[config.mk]
export PLATFORM = sky130hd
export DESIGN_NAME = rbc_reset_seq
export DESIGN_NICKNAME = d
export VERILOG_FILES = /design/src/hw/rbc_pkg.sv /design/src/hw/rbc_pin_sync.sv /design/src/hw/rbc_strap_latch.sv /design/src/hw/rbc_reset_seq.sv
export SDC_FILE = /design/constraint.sdc
export NUM_CORES = 1
export LEC_CHECK = 0
export ABC_AREA = 1
export BUFFER_PORTS_ARGS = -buffer_cell sky130_fd_sc_hd__buf_4
export CORE_UTILIZATION = 45
export DETAILED_ROUTE_END_ITERATION = 8
export GPL_ROUTABILITY_DRIVEN = 0
export MAX_ROUTING_LAYER = met4
export PLACE_DENSITY = 0.82
export SYNTH_ARGS = -nofsm -noshare
export SYNTH_HDL_FRONTEND = slang
export SYNTH_SLANG_ARGS = --single-unit
[constraint.sdc]
create_clock -name ref_clk -period 2.1 [get_ports ref_clk]
set_input_delay 0.42 -clock ref_clk [delete_from_list [all_inputs] [get_ports ref_clk]]
set_output_delay 0.42 -clock ref_clk [all_outputs]
set_load 0.02 [all_outputs]
[src/hw/rbc_pkg.sv]
package rbc_pkg;

    // ==========================================================
    // Boot select encodings and strap defaults
    // ==========================================================
    localparam logic [1:0] BOOT_ROM_NAND = 2'h0; // ROM, NAND with SPI option
    localparam logic [1:0] BOOT_EMIF = 2'h1; // Direct async memory boot
    localparam logic [1:0] BOOT_ROM_CARD = 2'h2; // ROM, card port boot
    localparam logic [1:0] BOOT_ROM_SERIAL = 2'h3; // ROM, serial port boot
    localparam logic [1:0] BOOT_SEL_RST = 2'h0; // Pull default of boot select
    localparam logic [3:0] PIN_CFG_RST = 4'hD; // Pull default, NAND pinout

    // ==========================================================
    // Strap field positions on the address pins
    // ==========================================================
    localparam int BOOT_SEL_HI = 13;
    localparam int BOOT_SEL_LO = 12;
    localparam int PIN_CFG_HI = 11;
    localparam int PIN_CFG_LO = 8;

    // ==========================================================
    // Forced first fetch targets
    // ==========================================================
    localparam logic [31:0] ROM_START_ADDR = 32'h0000_8000;
    localparam logic [31:0] EMIF_BASE_ADDR = 32'h0200_0000;

    // ==========================================================
    // Timing of the internal reset pulse
    // ==========================================================
    localparam int CLK_PERIOD_NS = 50; // 20 MHz reference
    localparam int RST_TIME_NS = 800; // Least internal reset width
    localparam int RST_CYCLES = (RST_TIME_NS + CLK_PERIOD_NS - 1) / CLK_PERIOD_NS;
    localparam logic [4:0] RST_CNT_LOAD = 5'(RST_CYCLES - 1);

    // ==========================================================
    // Module indices for software module reset
    // ==========================================================
    localparam int NUM_MODS = 7;
    localparam logic [2:0] MOD_ASYNC_MEM = 3'h2; // Async memory interface index

    // ==========================================================
    // Types
    // ==========================================================
    typedef enum logic [3:0] {
        ST_RUN = 4'h1, // Normal operation
        ST_PIN = 4'h2, // Global reset pin held low
        ST_MAX = 4'h4, // Max reset in progress, pins not involved
        ST_WAIT = 4'h8 // Reset tail, modules held before release
    } rbc_state_type;

    typedef enum logic [3:0] {
        K_POR = 4'h1,
        K_WARM = 4'h2,
        K_MAX = 4'h4,
        K_SYS = 4'h8
    } rbc_kind_type;

    typedef struct packed {
        logic cpu; // Processor reset
        logic periph; // Ordinary peripherals
        logic mem; // On-chip memories
        logic ddr; // DDR memory controller
        logic pll_pwr; // PLL and power/sleep controllers
        logic emul; // Emulation logic
    } rbc_scope_type;

    typedef struct packed {
        logic dma_cc;
        logic dma_tc;
        logic async_ext_mem_if;
        logic card0;
        logic serial0;
        logic timer0;
        logic spi_port_zero;
        logic nand_cs0; // Chip select zero carries NAND
        logic emif_cs0; // Chip select zero carries boot flash
    } rbc_mod_en_type;

    typedef struct packed {
        logic [4:0] setup;
        logic [6:0] strobe;
        logic [3:0] hold;
    } rbc_wait_type;

    typedef struct packed {
        logic enable;
        logic bypass;
    } rbc_pll_type;

    localparam rbc_wait_type WAIT_RST = '{setup: 5'h10, strobe: 7'h40, hold: 4'h8};
    localparam rbc_pll_type PLL_RST = '{enable: 1'b0, bypass: 1'b1};

endpackage

[src/hw/rbc_pin_sync.sv]
`timescale 1ns/10ps
`default_nettype none

// ==========================================================
// Three-stage pin synchroniser with agreement filter
// ==========================================================
module rbc_pin_sync #(
    parameter int WIDTH = 8
) (
    // Clock and reset
    input wire logic ref_clk,
    input wire logic rst,
    // Asynchronous pins and filtered result
    input wire logic [WIDTH-1:0] pin_in,
    output logic [WIDTH-1:0] pin_out
);
    logic [WIDTH-1:0] ff1; // Metastability stage, read by ff2 only
    logic [WIDTH-1:0] ff2;
    logic [WIDTH-1:0] ff3;
    logic [WIDTH-1:0] next_out;

    // Accept a bit only once the last two stages agree
    always_comb begin
        for (int i = 0; i < WIDTH; i++) begin
            next_out[i] = (ff2[i] == ff3[i]) ? ff3[i] : pin_out[i];
        end
    end

    // Register stages
    always_ff @(posedge ref_clk) begin
        if (rst) begin
            ff1 <= '0;
            ff2 <= '0;
            ff3 <= '0;
            pin_out <= '0;
        end else begin
            ff1 <= pin_in;
            ff2 <= ff1;
            ff3 <= ff2;
            pin_out <= next_out;
        end
    end

endmodule // rbc_pin_sync

`default_nettype wire

[src/hw/rbc_strap_latch.sv]
`timescale 1ns/10ps
`default_nettype none

// ==========================================================
// Strap capture register
// ==========================================================
module rbc_strap_latch (
    // Clock and power reset
    input wire logic ref_clk,
    input wire logic rst,
    // Capture strobe and synchronised address pins
    input wire logic capture,
    input wire logic [13:8] ext_mem_addr_pins,
    // Latched straps
    output logic [1:0] boot_select_strap,
    output logic [3:0] ext_mem_pin_cfg_strap
);
    import rbc_pkg::*;

    logic [1:0] next_boot;
    logic [3:0] next_cfg;

    // Only a capture strobe updates; system and module resets never reach here
    always_comb begin
        next_boot = boot_select_strap;
        next_cfg = ext_mem_pin_cfg_strap;
        if (capture) begin
            next_boot = ext_mem_addr_pins[BOOT_SEL_HI:BOOT_SEL_LO]; // RULE5
            next_cfg = ext_mem_addr_pins[PIN_CFG_HI:PIN_CFG_LO]; // RULE6
        end
    end

    // Register, with pull defaults before the first capture
    always_ff @(posedge ref_clk) begin
        if (rst) begin
            boot_select_strap <= BOOT_SEL_RST; // RULE5
            ext_mem_pin_cfg_strap <= PIN_CFG_RST; // RULE6
        end else begin
            boot_select_strap <= next_boot; // RULE18
            ext_mem_pin_cfg_strap <= next_cfg;
        end
    end

endmodule // rbc_strap_latch

`default_nettype wire

[src/hw/rbc_reset_seq.sv]
`timescale 1ns/10ps
`default_nettype none

// Summary of operation
// RULE1 - System reset spares memories, DDR, PLL, emulation
// RULE2 - Processor released after modules finish reset; code releases processor and modules on the same clock edge
// RULE3 - Module reset pulses only the chosen module
// RULE4 - Straps sampled, then pins become memory pins
// RULE5 - Boot select from address bits 13:12
// RULE6 - Pin config from address bits 11:8
// RULE7 - Pin config governs boot modes 00, 01
// RULE8 - ROM boot forces jump to ROM start
// RULE9 - Async boot forces jump to memory base
// RULE10 - Wait states reset to slowest on enable
// RULE11 - PLLs disabled and bypassed after hard reset
// RULE12 - Debugger may block watchdog max reset
// RULE13 - Module enables follow boot select strap
// RULE14 - Boot status pin driven in ROM boot
// RULE15 - Board puts boot flash on chip select zero
// RULE16 - Straps captured on global reset rising edge
// RULE17 - Warm reset: test reset high, global low
// RULE18 - Latched straps survive system and module reset

module rbc_reset_seq (
    // Clock and power reset
    input wire logic ref_clk,
    input wire logic rst,
    // Board pins
    input wire logic global_rst_n,
    input wire logic test_port_rst_n,
    input wire logic [13:8] ext_mem_addr_pins,
    // Debug and watchdog requests, one-cycle pulses; the max reset block is a level
    input wire logic emu_sys_rst_req,
    input wire logic emu_max_rst_req,
    input wire logic emu_block_max_rst,
    input wire logic watchdog_expire,
    // Software module reset and configuration writes
    input wire logic mod_rst_req,
    input wire logic [2:0] mod_rst_sel,
    input wire logic mem_wait_wr,
    input wire rbc_pkg::rbc_wait_type mem_wait_wdata,
    input wire logic pll_wr,
    input wire rbc_pkg::rbc_pll_type pll_wdata,
    input wire logic boot_status_level,
    // Processor first fetch
    input wire logic cpu_fetch_ack,
    output logic force_fetch_valid,
    output logic [31:0] force_fetch_addr,
    // Reset distribution
    output rbc_pkg::rbc_scope_type rst_scope,
    output logic [6:0] module_rst,
    // Straps and pin function
    output logic [1:0] boot_select_strap,
    output logic [3:0] ext_mem_pin_cfg_strap,
    output logic pin_fn_emif,
    output logic emif_pin_cfg_valid,
    // Configuration defaults
    output rbc_pkg::rbc_mod_en_type mod_en,
    output rbc_pkg::rbc_wait_type mem_wait,
    output rbc_pkg::rbc_pll_type pll_cfg,
    // Boot status pin
    output logic boot_status_out,
    output logic boot_status_oe
);
    import rbc_pkg::*;

    // ==========================================================
    // Decoding helpers
    // ==========================================================
    function automatic logic is_rom(input logic [1:0] sel);
        is_rom = (sel != BOOT_EMIF);
    endfunction

    // NAND boot falls back to card boot, so both ports come up
    function automatic rbc_mod_en_type strap_enables(input logic [1:0] sel);
        strap_enables = '0;
        strap_enables.dma_cc = is_rom(sel);
        strap_enables.dma_tc = is_rom(sel);
        strap_enables.timer0 = is_rom(sel);
        strap_enables.async_ext_mem_if = (sel == BOOT_ROM_NAND) || (sel == BOOT_EMIF);
        strap_enables.spi_port_zero = (sel == BOOT_ROM_NAND);
        strap_enables.card0 = (sel == BOOT_ROM_NAND) || (sel == BOOT_ROM_CARD);
        strap_enables.serial0 = (sel == BOOT_ROM_SERIAL);
        strap_enables.nand_cs0 = (sel == BOOT_ROM_NAND);
        strap_enables.emif_cs0 = (sel == BOOT_EMIF); // RULE15
    endfunction

    // ==========================================================
    // Pin synchronisation and strap capture
    // ==========================================================
    logic [7:0] pins_s; // Filtered pins
    logic glob_n_s; // Filtered global reset
    logic trst_n_s; // Filtered test port reset
    logic capture; // Strap capture strobe

    rbc_pin_sync #(.WIDTH(8)) u_sync (
        .ref_clk(ref_clk),
        .rst(rst),
        .pin_in({global_rst_n, test_port_rst_n, ext_mem_addr_pins}),
        .pin_out(pins_s)
    );
    assign glob_n_s = pins_s[7];
    assign trst_n_s = pins_s[6];

    rbc_strap_latch u_strap (
        .ref_clk(ref_clk),
        .rst(rst),
        .capture(capture),
        .ext_mem_addr_pins(pins_s[5:0]),
        .boot_select_strap(boot_select_strap),
        .ext_mem_pin_cfg_strap(ext_mem_pin_cfg_strap)
    );

    // ==========================================================
    // Reset sequencer
    // ==========================================================
    rbc_state_type state;
    rbc_state_type next_state;
    rbc_kind_type kind; // Kind of the reset under way
    rbc_kind_type next_kind;
    logic [4:0] cnt; // Reset tail counter
    logic [4:0] next_cnt;
    logic max_req; // Max reset that survived blocking
    logic in_rst; // Chip held in reset next cycle
    logic hard; // Reset is not the soft system kind

    assign max_req = emu_max_rst_req || (watchdog_expire && !emu_block_max_rst); // RULE12

    // Pin reset outranks everything; a max reset then latches straps itself
    always_comb begin
        next_state = state;
        next_kind = kind;
        next_cnt = cnt;
        capture = 1'b0;
        case (state)
            ST_RUN: begin
                if (!glob_n_s) begin
                    next_state = ST_PIN;
                    next_kind = trst_n_s ? K_WARM : K_POR; // RULE17
                end else if (max_req) begin
                    next_state = ST_MAX;
                    next_kind = K_MAX;
                    next_cnt = RST_CNT_LOAD;
                end else if (emu_sys_rst_req) begin
                    next_state = ST_WAIT;
                    next_kind = K_SYS; // RULE1
                    next_cnt = RST_CNT_LOAD;
                end
            end
            ST_PIN: begin
                if (!trst_n_s) begin
                    next_kind = K_POR; // RULE17
                end
                if (glob_n_s) begin
                    capture = 1'b1; // RULE16
                    next_state = ST_WAIT;
                    next_cnt = RST_CNT_LOAD;
                end
            end
            ST_MAX: begin
                if (!glob_n_s) begin
                    next_state = ST_PIN;
                end else if (cnt == 5'h0) begin
                    capture = 1'b1; // RULE16
                    next_state = ST_WAIT;
                    next_cnt = RST_CNT_LOAD;
                end else begin
                    next_cnt = cnt - 5'h1;
                end
            end
            ST_WAIT: begin
                if (!glob_n_s) begin
                    next_state = ST_PIN;
                    next_kind = trst_n_s ? K_WARM : K_POR;
                end else if (cnt == 5'h0) begin
                    next_state = ST_RUN; // RULE2
                end else begin
                    next_cnt = cnt - 5'h1;
                end
            end
            default: begin
                next_state = ST_PIN;
                next_kind = K_POR;
            end
        endcase
    end

    // Register sequencer state
    always_ff @(posedge ref_clk) begin
        if (rst) begin
            state <= ST_PIN;
            kind <= K_POR;
            cnt <= 5'h0;
        end else begin
            state <= next_state;
            kind <= next_kind;
            cnt <= next_cnt;
        end
    end

    // ==========================================================
    // Reset scope and pin function
    // ==========================================================
    rbc_scope_type next_scope;
    logic next_pin_fn;

    assign in_rst = (next_state != ST_RUN);
    assign hard = (next_kind != K_SYS);

    // Soft reset leaves memory, clocks and power state alone
    always_comb begin
        next_scope.cpu = in_rst; // RULE2
        next_scope.periph = in_rst;
        next_scope.mem = in_rst && hard; // RULE1
        next_scope.ddr = in_rst && hard;
        next_scope.pll_pwr = in_rst && hard;
        next_scope.emul = in_rst && (next_kind == K_POR);
        next_pin_fn = pin_fn_emif;
        if (capture) begin
            next_pin_fn = 1'b1; // RULE4
        end else if (next_state == ST_PIN || next_state == ST_MAX) begin
            next_pin_fn = 1'b0;
        end
    end

    // Register scope
    always_ff @(posedge ref_clk) begin
        if (rst) begin
            rst_scope <= '1;
            pin_fn_emif <= 1'b0;
        end else begin
            rst_scope <= next_scope;
            pin_fn_emif <= next_pin_fn;
        end
    end

    // ==========================================================
    // Software module reset
    // ==========================================================
    logic mod_busy; // A module pulse is running
    logic next_mod_busy;
    logic [2:0] mod_sel;
    logic [2:0] next_mod_sel;
    logic [4:0] mod_cnt;
    logic [4:0] next_mod_cnt;
    logic [6:0] next_module_rst;

    // Requests while busy or out of range are dropped
    always_comb begin
        next_mod_busy = mod_busy;
        next_mod_sel = mod_sel;
        next_mod_cnt = mod_cnt;
        if (!mod_busy) begin
            if (mod_rst_req && (int'(mod_rst_sel) < NUM_MODS)) begin
                next_mod_busy = 1'b1;
                next_mod_sel = mod_rst_sel;
                next_mod_cnt = RST_CNT_LOAD;
            end
        end else if (mod_cnt == 5'h0) begin
            next_mod_busy = 1'b0;
        end else begin
            next_mod_cnt = mod_cnt - 5'h1;
        end
    end

    // Same line as a full reset, so the module lands in its power-on state
    for (genvar i = 0; i < NUM_MODS; i++) begin : g_mod
        assign next_module_rst[i] = next_scope.periph || (mod_busy && (mod_sel == 3'(i))); // RULE3
    end

    // Register module reset state
    always_ff @(posedge ref_clk) begin
        if (rst) begin
            mod_busy <= 1'b0;
            mod_sel <= 3'h0;
            mod_cnt <= 5'h0;
            module_rst <= '1;
        end else begin
            mod_busy <= next_mod_busy;
            mod_sel <= next_mod_sel;
            mod_cnt <= next_mod_cnt;
            module_rst <= next_module_rst;
        end
    end

    // ==========================================================
    // Default configuration, first fetch and boot status pin
    // ==========================================================
    rbc_mod_en_type next_mod_en;
    rbc_wait_type next_wait;
    rbc_pll_type next_pll;
    logic next_fetch_valid;
    logic [31:0] next_fetch_addr;
    logic next_bs_out;
    logic next_bs_oe;
    logic next_cfg_valid;

    // Resets win over software writes
    always_comb begin
        next_mod_en = (in_rst && hard) ? '0 : strap_enables(boot_select_strap); // RULE13
        next_wait = mem_wait;
        if ((in_rst && hard) || next_module_rst[MOD_ASYNC_MEM]
            || (next_mod_en.async_ext_mem_if && !mod_en.async_ext_mem_if)) begin
            next_wait = WAIT_RST; // RULE10
        end else if (mem_wait_wr) begin
            next_wait = mem_wait_wdata;
        end
        next_pll = pll_cfg;
        if (in_rst && hard) begin
            next_pll = PLL_RST; // RULE11
        end else if (pll_wr) begin
            next_pll = pll_wdata;
        end
        next_fetch_valid = force_fetch_valid && !cpu_fetch_ack && !in_rst;
        next_fetch_addr = force_fetch_addr;
        if (state == ST_WAIT && next_state == ST_RUN) begin
            next_fetch_valid = 1'b1;
            next_fetch_addr = is_rom(boot_select_strap) ? ROM_START_ADDR : EMIF_BASE_ADDR; // RULE8 RULE9
        end
        next_bs_oe = !in_rst && is_rom(boot_select_strap); // RULE14
        next_bs_out = next_bs_oe && boot_status_level;
        next_cfg_valid = next_pin_fn && !is_rom(boot_select_strap ^ 2'h1); // RULE7
        next_cfg_valid = next_cfg_valid || (next_pin_fn && boot_select_strap == BOOT_EMIF);
    end

    // Register configuration outputs
    always_ff @(posedge ref_clk) begin
        if (rst) begin
            mod_en <= '0;
            mem_wait <= WAIT_RST;
            pll_cfg <= PLL_RST;
            force_fetch_valid <= 1'b0;
            force_fetch_addr <= ROM_START_ADDR;
            boot_status_out <= 1'b0;
            boot_status_oe <= 1'b0;
            emif_pin_cfg_valid <= 1'b0;
        end else begin
            mod_en <= next_mod_en;
            mem_wait <= next_wait;
            pll_cfg <= next_pll;
            force_fetch_valid <= next_fetch_valid;
            force_fetch_addr <= next_fetch_addr;
            boot_status_out <= next_bs_out;
            boot_status_oe <= next_bs_oe;
            emif_pin_cfg_valid <= next_cfg_valid;
        end
    end
endmodule // rbc_reset_seq

`default_nettype wire

* Word-level counts from Yosys, hierarchy flattened
Cells that the tools add are included.
Storage, ports and cells: bits in registers 131, word-level logic and storage cells 170
Operators by class: $add $sub $neg 2, order comparisons 1, equal/unequal tests 36, mux-type cells 40, bitwise logic cells 2, reductions and logical operators 49
Operators with widths (count):
- $mux 5 | 11
- $mux 4 | 13
- $pmux 4 s4 | 2
- $mux 26 | 1
- $pmux 5 s4 | 1
- $logic_and 1x1->1 | 19
- $logic_or 1x1->1 | 14
- $eq 4x1->1 const B | 3
- $ne 2x1->1 const B | 6
- $logic_not 5->1 | 2
- $sub 5x1->5 const B | 2
- $eq 3x3->1 const B | 3
- $mux 1 | 9
- $eq 1x1->1 | 8
- $eq 4x2->1 const B | 2
- $eq 4x3->1 const B | 2
- $mux 7 | 1
- $reduce_and 7->1 | 1
- $eq 3x2->1 const B | 2
- $logic_not 1->1 | 5
- $eq 2x2->1 const B | 2
- $eq 4x4->1 const B | 1
- $ne 2x2->1 const B | 2
- $ne 4x1->1 const B | 1
- 14 further kinds | 17

* Longest topological paths before layout
Gate-level depths: netlist (run 1).
word-level depth 12, depth in mapped cells 14

* Cells and area by module
A second synthesis (run 1) with hierarchy kept.
Unflattened totals: cell total of the unflattened synthesis 516, area, all modules 4262.8 sq um
By module, submodules not included:
- rbc_reset_seq | times used 1, cells an instance 375, area an instance 3046.7 sq um, sequential area each 1261.2 sq um
- rbc_pin_sync | times used 1, cells an instance 108, area an instance 970.9 sq um, sequential area each 640.6 sq um
- rbc_strap_latch | times used 1, cells an instance 33, area an instance 245.2 sq um, sequential area each 120.1 sq um

* Least setup slack after synthesis (run 1)
No wires, ideal clock.
kind input to register, start in mem_wait_wr, end reg mem_wait[11] in the netlist's numbering, library setup time 121 ps, data arrival time 1591 ps, data required time 1979 ps, setup slack 389 ps, stages 4, buffers on the path 2, cells stage by stage clkbuf_1 -> clkbuf_1 -> mux2i_1 -> nor2_4
RTL lines:
- start, declared | line rbc_reset_seq.sv:40 | input wire logic mem_wait_wr,
- end signal, assigned | line rbc_reset_seq.sv:339 | mem_wait <= next_wait;
- end, declared | line rbc_reset_seq.sv:59 | output rbc_pkg::rbc_wait_type mem_wait,

* Final worst setup path (run 1)
start reg cnt[0], end reg mem_wait[1] in the netlist's numbering
Between the ends: longest elaborated chain between the ends 10
Ends and longest elaborated chain:
- start, declared | line rbc_reset_seq.sv:121 | logic [4:0] cnt;
- start signal, assigned | line rbc_reset_seq.sv:197 | cnt <= next_cnt;
- $logic_not 5->1 * | line rbc_reset_seq.sv:163, rbc_reset_seq.sv:175
- $mux 4 (on tied branches) | line rbc_reset_seq.sv:175, rbc_reset_seq.sv:163
- $mux 4 (on tied branches) | line rbc_reset_seq.sv:172, rbc_reset_seq.sv:161
- $pmux 4 s4 * | line rbc_reset_seq.sv:135 | case (state)
- $ne 4x1->1 * | line rbc_reset_seq.sv:207 | assign in_rst = (next_state != ST_RUN);
- $logic_and 1x1->1 | line rbc_reset_seq.sv:300, rbc_reset_seq.sv:302
- $mux 7 | line rbc_reset_seq.sv:300 | next_mod_en = (in_rst && hard) ? '0 : strap_enables(boot_select_strap);
- $logic_and 1x1->1 | line rbc_reset_seq.sv:303 | || (next_mod_en.async_ext_mem_if && !mod_en.async_ext_mem_if)) begin
- $logic_or 1x1->1 * | line rbc_reset_seq.sv:303
- $reduce_or 2->1 (no source line) *
Every way passes the cells marked *; elsewhere a longest branch is shown, timed or not. A chain may end at the register's enable or synchronous reset.

==> results of run 1 <==
[state kept, by name, summed over array words and instances (netlist names), 5 cells and up]
register / flops
cnt: 5
mem_wait: 16
mod_cnt: 5
mod_en: 6
module_rst: 7
u_sync.ff1: 8
u_sync.ff2: 8
u_sync.ff3: 8
u_sync.pin_out: 8
[timing repair]
action,in CTS,in global routing
setup buffers,0,0
setup endpoints to repair,0,3
resized for setup,0,1
[path summary, 6_finish.rpt]
check                        startpoint       endpoint  slack, ps  depth (start not counted)
setup reg to reg                 cnt[0]    mem_wait[1]        260                         10
hold / removal    ext_mem_addr_pins[10]  u_sync.ff1[2]        250                          3
setup / recovery                 cnt[0]    mem_wait[1]        260                         10
hold reg to reg           u_sync.ff1[1]  u_sync.ff2[1]        410                          2
[cell families (layout without fill, tap and decap cells)]
logic type | after synthesis | count (layout) | synth area share, %
fa+ha+maj | 4 | 4 | 1.19
xor+xnor | 3 | 3 | 0.624
buf+inv | 122 | 186 | 14.7
flops | 101 | 101 | 48.0
other cells | 1 | 30 | 0.0890
compound gates | 54 | 54 | 7.40
simple gates | 209 | 209 | 23.7
mux | 18 | 18 | 4.28
[power by group]
part           switching, mW  internal (mW)  leakage, nW
Combinational          0.177          0.103         1.49
Clock                  0.692          0.462       0.0993
Sequential            0.0201           1.95        0.821
[worst min-delay path: stages]
cell and delay, ps:
sky130_fd_sc_hd__buf_4 70, sky130_fd_sc_hd__inv_1 30, sky130_fd_sc_hd__nor2_1 60
[final cells by class]
type / instances / area share, %
multi-input combinational: 318 / 33.4
clock inverter: 7 / 1.34
timing repair buffer: 95 / 14.2
sequential: 101 / 40.3
tap: 108 / 2.69
clock buffer: 9 / 2.47
inverter: 75 / 5.65
[layer usage]
layer | share of wire (%) | global-route usage, % | vias up
met5 | 0 | - | -
met4 | 2.0 | 5.74 | 0
met3 | 4.1 | 3.26 | 14
met2 | 49 | 29.5 | 112
met1 | 44 | 20.3 | 1459
li1 | - | - | 1702
[cell usage in the layout, fill, tap and decap left out, types with 3 or more instances in the layout]
cell type and n:
sky130_fd_sc_hd__o21ai_0 21, sky130_fd_sc_hd__ha_1 4, sky130_fd_sc_hd__nand3_2 3, sky130_fd_sc_hd__dfxtp_1 100
sky130_fd_sc_hd__conb_1 30, sky130_fd_sc_hd__inv_1 71, sky130_fd_sc_hd__nand2_4 7, sky130_fd_sc_hd__a211oi_1 7
sky130_fd_sc_hd__nor2_1 76, sky130_fd_sc_hd__nand3_1 26, sky130_fd_sc_hd__a31oi_1 3, sky130_fd_sc_hd__a21oi_1 18
sky130_fd_sc_hd__nor2_4 9, sky130_fd_sc_hd__nand2_1 71, sky130_fd_sc_hd__nor2_2 8, sky130_fd_sc_hd__buf_4 95
sky130_fd_sc_hd__mux2i_1 18, sky130_fd_sc_hd__clkbuf_8 9, sky130_fd_sc_hd__nor3_1 3, sky130_fd_sc_hd__inv_6 3
==> impl_metrics.env, run 1 <==
export IMPL_outcome="completed"
export IMPL_worst_path_max_fanout=13
export IMPL_synth_enable_flop_cells=0
export IMPL_cts_sink_count=101
export IMPL_syn_area_mm2=0.00421
export IMPL_clock_root_buffer="sky130_fd_sc_hd__clkbuf_8"
export IMPL_area_growth_synth_to_final_pct=19.3
export IMPL_synth_commonest_cells="sky130_fd_sc_hd__dfxtp_1, sky130_fd_sc_hd__nor2_1, sky130_fd_sc_hd__inv_1, sky130_fd_sc_hd__nand2_1, sky130_fd_sc_hd__buf_4"
export IMPL_layout_filler_cells=787
export IMPL_tns_ps=0
export IMPL_ys_seq_area_share_pct=48.0
export IMPL_synth_seq_cells=101
export IMPL_fmax_mhz=543
export IMPL_cp_required_ps=2390
export IMPL_cts_hold_buffers_added=0
export IMPL_initial_core_util_pct=47.4
export IMPL_post_route_cell_area_mm2=0.00502
export IMPL_layout_area_seq_mm2=0.00202
export IMPL_ys_types=36
export IMPL_post_synthesis_cells=512
export IMPL_drt_drc_violations_left=0
export IMPL_dr_first_iter_drc_count=170
export IMPL_via_per_inst=4.61
export IMPL_worst_slack_ps=260
export IMPL_first_global_vias=2959
export IMPL_boundaryPins=123
export IMPL_final_min_period_over_clock_period_pct=87.6
export IMPL_drt_wl_total_mm=8.16
export IMPL_path_clk_slew_ps=110
export IMPL_cp_slowest_cell="sky130_fd_sc_hd__dfxtp_1"
export IMPL_timing_critical_path_to_type="flip-flop"
export IMPL_timing_setup_critical_path_class="reg -> reg"
export IMPL_layout_drive_gt1_share_pct=23.8
export IMPL_rsz_0062_raised_after_global_routing="no"
export IMPL_max_slew_margin_rel_pct=65.9
export IMPL_yosys_area_top_type_share_pct=48.0
export IMPL_ant_nets=0
export IMPL_clock_skew_ps=8.10
export IMPL_pwr_density_cell_mw_per_mm2=678
export IMPL_number_of_buffers_added_by_the_clock_tree_synthesis_step=9
export IMPL_post_dp_hpwl_mm=6.18
export IMPL_post_dp_cell_area_mm2=0.00483
export IMPL_power_mw=3.41
export IMPL_groute_usage_overall_pct=17.2
export IMPL_synthArstFlopShare_pct=0
export IMPL_max_stage_delay_on_crit_path_ps=340
export IMPL_drv_max_cap_violation_count=0
export IMPL_overflow=0
export IMPL_grt_pass1_wl_mm=13.3
export IMPL_timing_critical_path_max_delay_family="simple AND/OR/NAND/NOR gates"
export IMPL_design_core_area_mm2=0.00889
export IMPL_static_leakage_power_nw=2.42
export IMPL_hp_class="in -> reg"
export IMPL_floorplan_die_area_mm2=0.00975
export IMPL_worstSetupStartpointType="flip-flop"
export IMPL_synth_area_leaders="sky130_fd_sc_hd__dfxtp_1, sky130_fd_sc_hd__nor2_1, sky130_fd_sc_hd__buf_4"
export IMPL_cp_buffers_inverters=2
export IMPL_dieWidth_um=98.7
export IMPL_tritoncts="done"
export IMPL_clk_latency_ps=350
export IMPL_tightest_slew_ps=510
export IMPL_overall_via_count_from_detail_route=3287
export IMPL_synth_top_cell_by_area="sky130_fd_sc_hd__dfxtp_1"
export IMPL_port_buffer_count=92
export IMPL_post_place_cells=697
export IMPL_place_worst_setup_slack_ps=164
export IMPL_ir_drop_mv=0.351
export IMPL_crit_chain="inv_1 -> ha_1 -> nand3_2 -> nor2_4 -> inv_2 -> nand2_2 -> nand2_4 -> a21oi_4 -> nand2_4 -> nor2_1"
export IMPL_final_core_util_pct=56.5
export IMPL_num_rows=34
export IMPL_diodes=0
export IMPL_finalHoldWorstSlack_ps=253
export IMPL_final_hold_viol_count=0
export IMPL_setup_viol_count_final=0
export IMPL_vert_die_dim_um=98.7
export IMPL_avgSynthCellArea_um2=8.23
export IMPL_cts_htree_levels=3
export IMPL_finalNetCount=644
export IMPL_drv_slew=0
export IMPL_worst_ep_arrival_time_ps=2130
export IMPL_synth_top_flop_cell="sky130_fd_sc_hd__dfxtp_1"
export IMPL_cts_path_max_buffers=2
export IMPL_grt_start_max_net_pins=40
export IMPL_synth_most_common_cell="sky130_fd_sc_hd__dfxtp_1"
export IMPL_multi_input_comb_area_mm2=0.00168
export IMPL_cpMostUsedCell="sky130_fd_sc_hd__nand2_4"
export IMPL_detail_route_first_pass_iterations=4
export IMPL_yosys_warnings=0
export IMPL_min_period_ps=1840
export IMPL_layout_cells_non_filler=713
export IMPL_antenna_found_initial=0
export IMPL_wl_cell_um=11.4
No activity file was read; power rests on OpenSTA's default activity.
==> run 2, diff against run 1 <==
--- a/config.mk
+++ b/config.mk
@@ -7,6 +7,7 @@
 export LEC_CHECK = 0
 export ABC_AREA = 1
 export BUFFER_PORTS_ARGS = -buffer_cell sky130_fd_sc_hd__buf_4
+export CORE_ASPECT_RATIO = 1.4
 export CORE_UTILIZATION = 45
 export DETAILED_ROUTE_END_ITERATION = 8
 export GPL_ROUTABILITY_DRIVEN = 0
==> run 2 against run 1 <==
  * Sequential cell count is the same
  * Combinational power is essentially flat
  * Final area grew 2.3%
  * Clock power grew 47%
  * Largest power group unchanged
==> impl_metrics.env, run 2 (synthesized netlist as in run 1, its figures left out) <==
export IMPL_overflow=0
export IMPL_drt_wl_total_mm=8.39
export IMPL_crit_chain="nor2_2 -> nand2_1 -> nor2_1 -> nor3_1 -> nor2_2 -> nand3_2 -> nand2_4 -> nand2_4 -> nand2_4 -> nor2_1"
export IMPL_layout_cells_non_filler=712
export IMPL_grt_pass1_wl_mm=14.1
export IMPL_timing_critical_path_max_delay_family="simple AND/OR/NAND/NOR gates"
export IMPL_worst_path_max_fanout=13
export IMPL_initial_core_util_pct=46.6
export IMPL_final_min_period_over_clock_period_pct=91.8
export IMPL_share_clk_of_total_power_pct=42.8
export IMPL_place_worst_setup_slack_ps=144
export IMPL_flip_flop_count_of_the_largest_register_after_layout=16
export IMPL_clock_root_buffer="sky130_fd_sc_hd__clkbuf_16"
export IMPL_first_global_vias=3147
export IMPL_power_mw=3.94
export IMPL_via_per_inst=4.68
export IMPL_most_frequent_cells_in_the_layout="sky130_fd_sc_hd__dfxtp_1, sky130_fd_sc_hd__buf_4, sky130_fd_sc_hd__nor2_1"
export IMPL_switching_share_pct=23.1
export IMPL_worst_ep_arrival_time_ps=2150
export IMPL_post_place_cells=696
export IMPL_cts_repair_resize_count=0
export IMPL_static_leakage_power_nw=2.47
export IMPL_dieWidth_um=83.8
export IMPL_max_stage_delay_on_crit_path_ps=360
export IMPL_rsz_0062_raised_after_global_routing="no"
export IMPL_worst_slack_ps=172
export IMPL_power_sequential_fraction_pct=50.1
export IMPL_number_of_buffers_added_by_the_clock_tree_synthesis_step=9
export IMPL_timing_setup_critical_path_class="reg -> reg"
export IMPL_diodes=0
export IMPL_path_clk_slew_ps=70
export IMPL_cts_htree_levels=3
export IMPL_cts_setup_buffers=0
export IMPL_pwr_density_cell_mw_per_mm2=767
export IMPL_cp_slowest_cell="sky130_fd_sc_hd__dfxtp_1"
export IMPL_port_buffer_count=92
export IMPL_tritoncts="done"
export IMPL_hp_class="in -> reg"
export IMPL_cpMostUsedCell="sky130_fd_sc_hd__nand2_4"
export IMPL_outcome="completed"
export IMPL_largest_register="mem_wait"
export IMPL_num_rows=41
export IMPL_final_common_cell="sky130_fd_sc_hd__dfxtp_1"
export IMPL_ir_drop_mv=0.665
export IMPL_groute_usage_overall_pct=19.1
export IMPL_grt_start_max_net_pins=40
export IMPL_layout_drive_gt1_share_pct=23.5
export IMPL_cts_path_max_buffers=2
export IMPL_timing_critical_path_to_type="flip-flop"
export IMPL_sw_pwr_uw=912
export IMPL_final_core_util_pct=56.9
export IMPL_ant_nets=0
export IMPL_dr_first_iter_drc_count=144
export IMPL_finalNetCount=644
export IMPL_min_period_ps=1930
export IMPL_drt_drc_violations_left=0
export IMPL_boundaryPins=123
export IMPL_setup_viol_count_final=0
export IMPL_overall_via_count_from_detail_route=3331
export IMPL_cts_sink_count=101
export IMPL_worstSetupStartpointType="flip-flop"
export IMPL_internal_power_mw=3.03
export IMPL_comb_power_share_pct=7.1
export IMPL_vert_die_dim_um=116
export IMPL_detail_route_first_pass_iterations=4
export IMPL_final_hold_viol_count=0
export IMPL_cts_hold_buffers_added=0
export IMPL_design_core_area_mm2=0.00903
export IMPL_fmax_mhz=519
export IMPL_post_dp_hpwl_mm=6.32
export IMPL_drv_slew=0
export IMPL_clk_latency_ps=340
export IMPL_clock_skew_ps=6.85
export IMPL_antenna_found_initial=0
export IMPL_drv_max_cap_violation_count=0
export IMPL_area_growth_synth_to_final_pct=22.1
export IMPL_tns_ps=0
export IMPL_wl_cell_um=11.8
export IMPL_cp_buffers_inverters=0
export IMPL_layout_filler_cells=791
export IMPL_floorplan_die_area_mm2=0.00976
export IMPL_cp_required_ps=2320
==> run 2: cell types whose count changed in the layout (fill, tap and decap cells not counted), sizes merged <==
cell / before / now
clkinv: 5 / 4
inv: 77 / 75
bufinv: 0 / 1
clkbuf: 9 / 11
==> run 2: per-layer routing <==
layer  track usage (%)  vias to the layer above  wire (um)
met5                 -                        -          0
met4              8.59                        0        149
met3              5.80                        8        518
met2              33.7                      123       4320
met1              19.6                     1494       3410
li1                  -                     1706          -
==> run 2: worst register-to-register path, stage by stage, from the launching register on <==
cell,delay (ps)
sky130_fd_sc_hd__dfxtp_1,360
sky130_fd_sc_hd__nor2_2,230
sky130_fd_sc_hd__nand2_1,80
sky130_fd_sc_hd__nor2_1,200
sky130_fd_sc_hd__nor3_1,110
sky130_fd_sc_hd__nor2_2,220
sky130_fd_sc_hd__nand3_2,120
sky130_fd_sc_hd__nand2_4,110
sky130_fd_sc_hd__nand2_4,70
sky130_fd_sc_hd__nand2_4,230
sky130_fd_sc_hd__nor2_1,80
==> run 2: final cells by class <==
cell class	instances	area, um2	area share (%)
flip-flops and latches	101	2020	39.3
multi-input cells	318	1680	32.6
repair buffers	95	713	13.9
inverters	75	284	5.52
clock buffers	11	243	4.72
well taps	107	134	2.60
clock inverters	5	67.6	1.31
==> run 2: power by group through the flow <==
stage / sequential [mW] / combinational (mW) / clock (mW)
final: 1.98 / 0.278 / 1.69
after global routing: 1.98 / 0.310 / 1.83
after CTS: 1.97 / 0.278 / 1.73
after detailed placement: 2.02 / 0.277 / 0
after global placement: 2.02 / 0.267 / 0
after floorplan: 2.01 / 0.230 / 0
==> run 2: final timing paths <==
path | from | end | slack (ps) | cells after the start
min | ext_mem_addr_pins[11] | u_sync.ff1[3] | 270 | 3
max | state[2] | mem_wait[2] | 170 | 10
max reg2reg | state[2] | mem_wait[2] | 170 | 10
min reg2reg | u_sync.ff1[2] | u_sync.ff2[2] | 400 | 2
==> run 2: through the flow <==
| step | hold slack, ps | area (um2) |
|---|---|---|
| after floorplan | 388 | 4320 |
| after global placement | 390 | 4830 |
| after detailed placement | 396 | 4830 |
| after CTS | 264 | 5140 |
| after global routing | 276 | 5140 |
| final | 272 | 5140 |
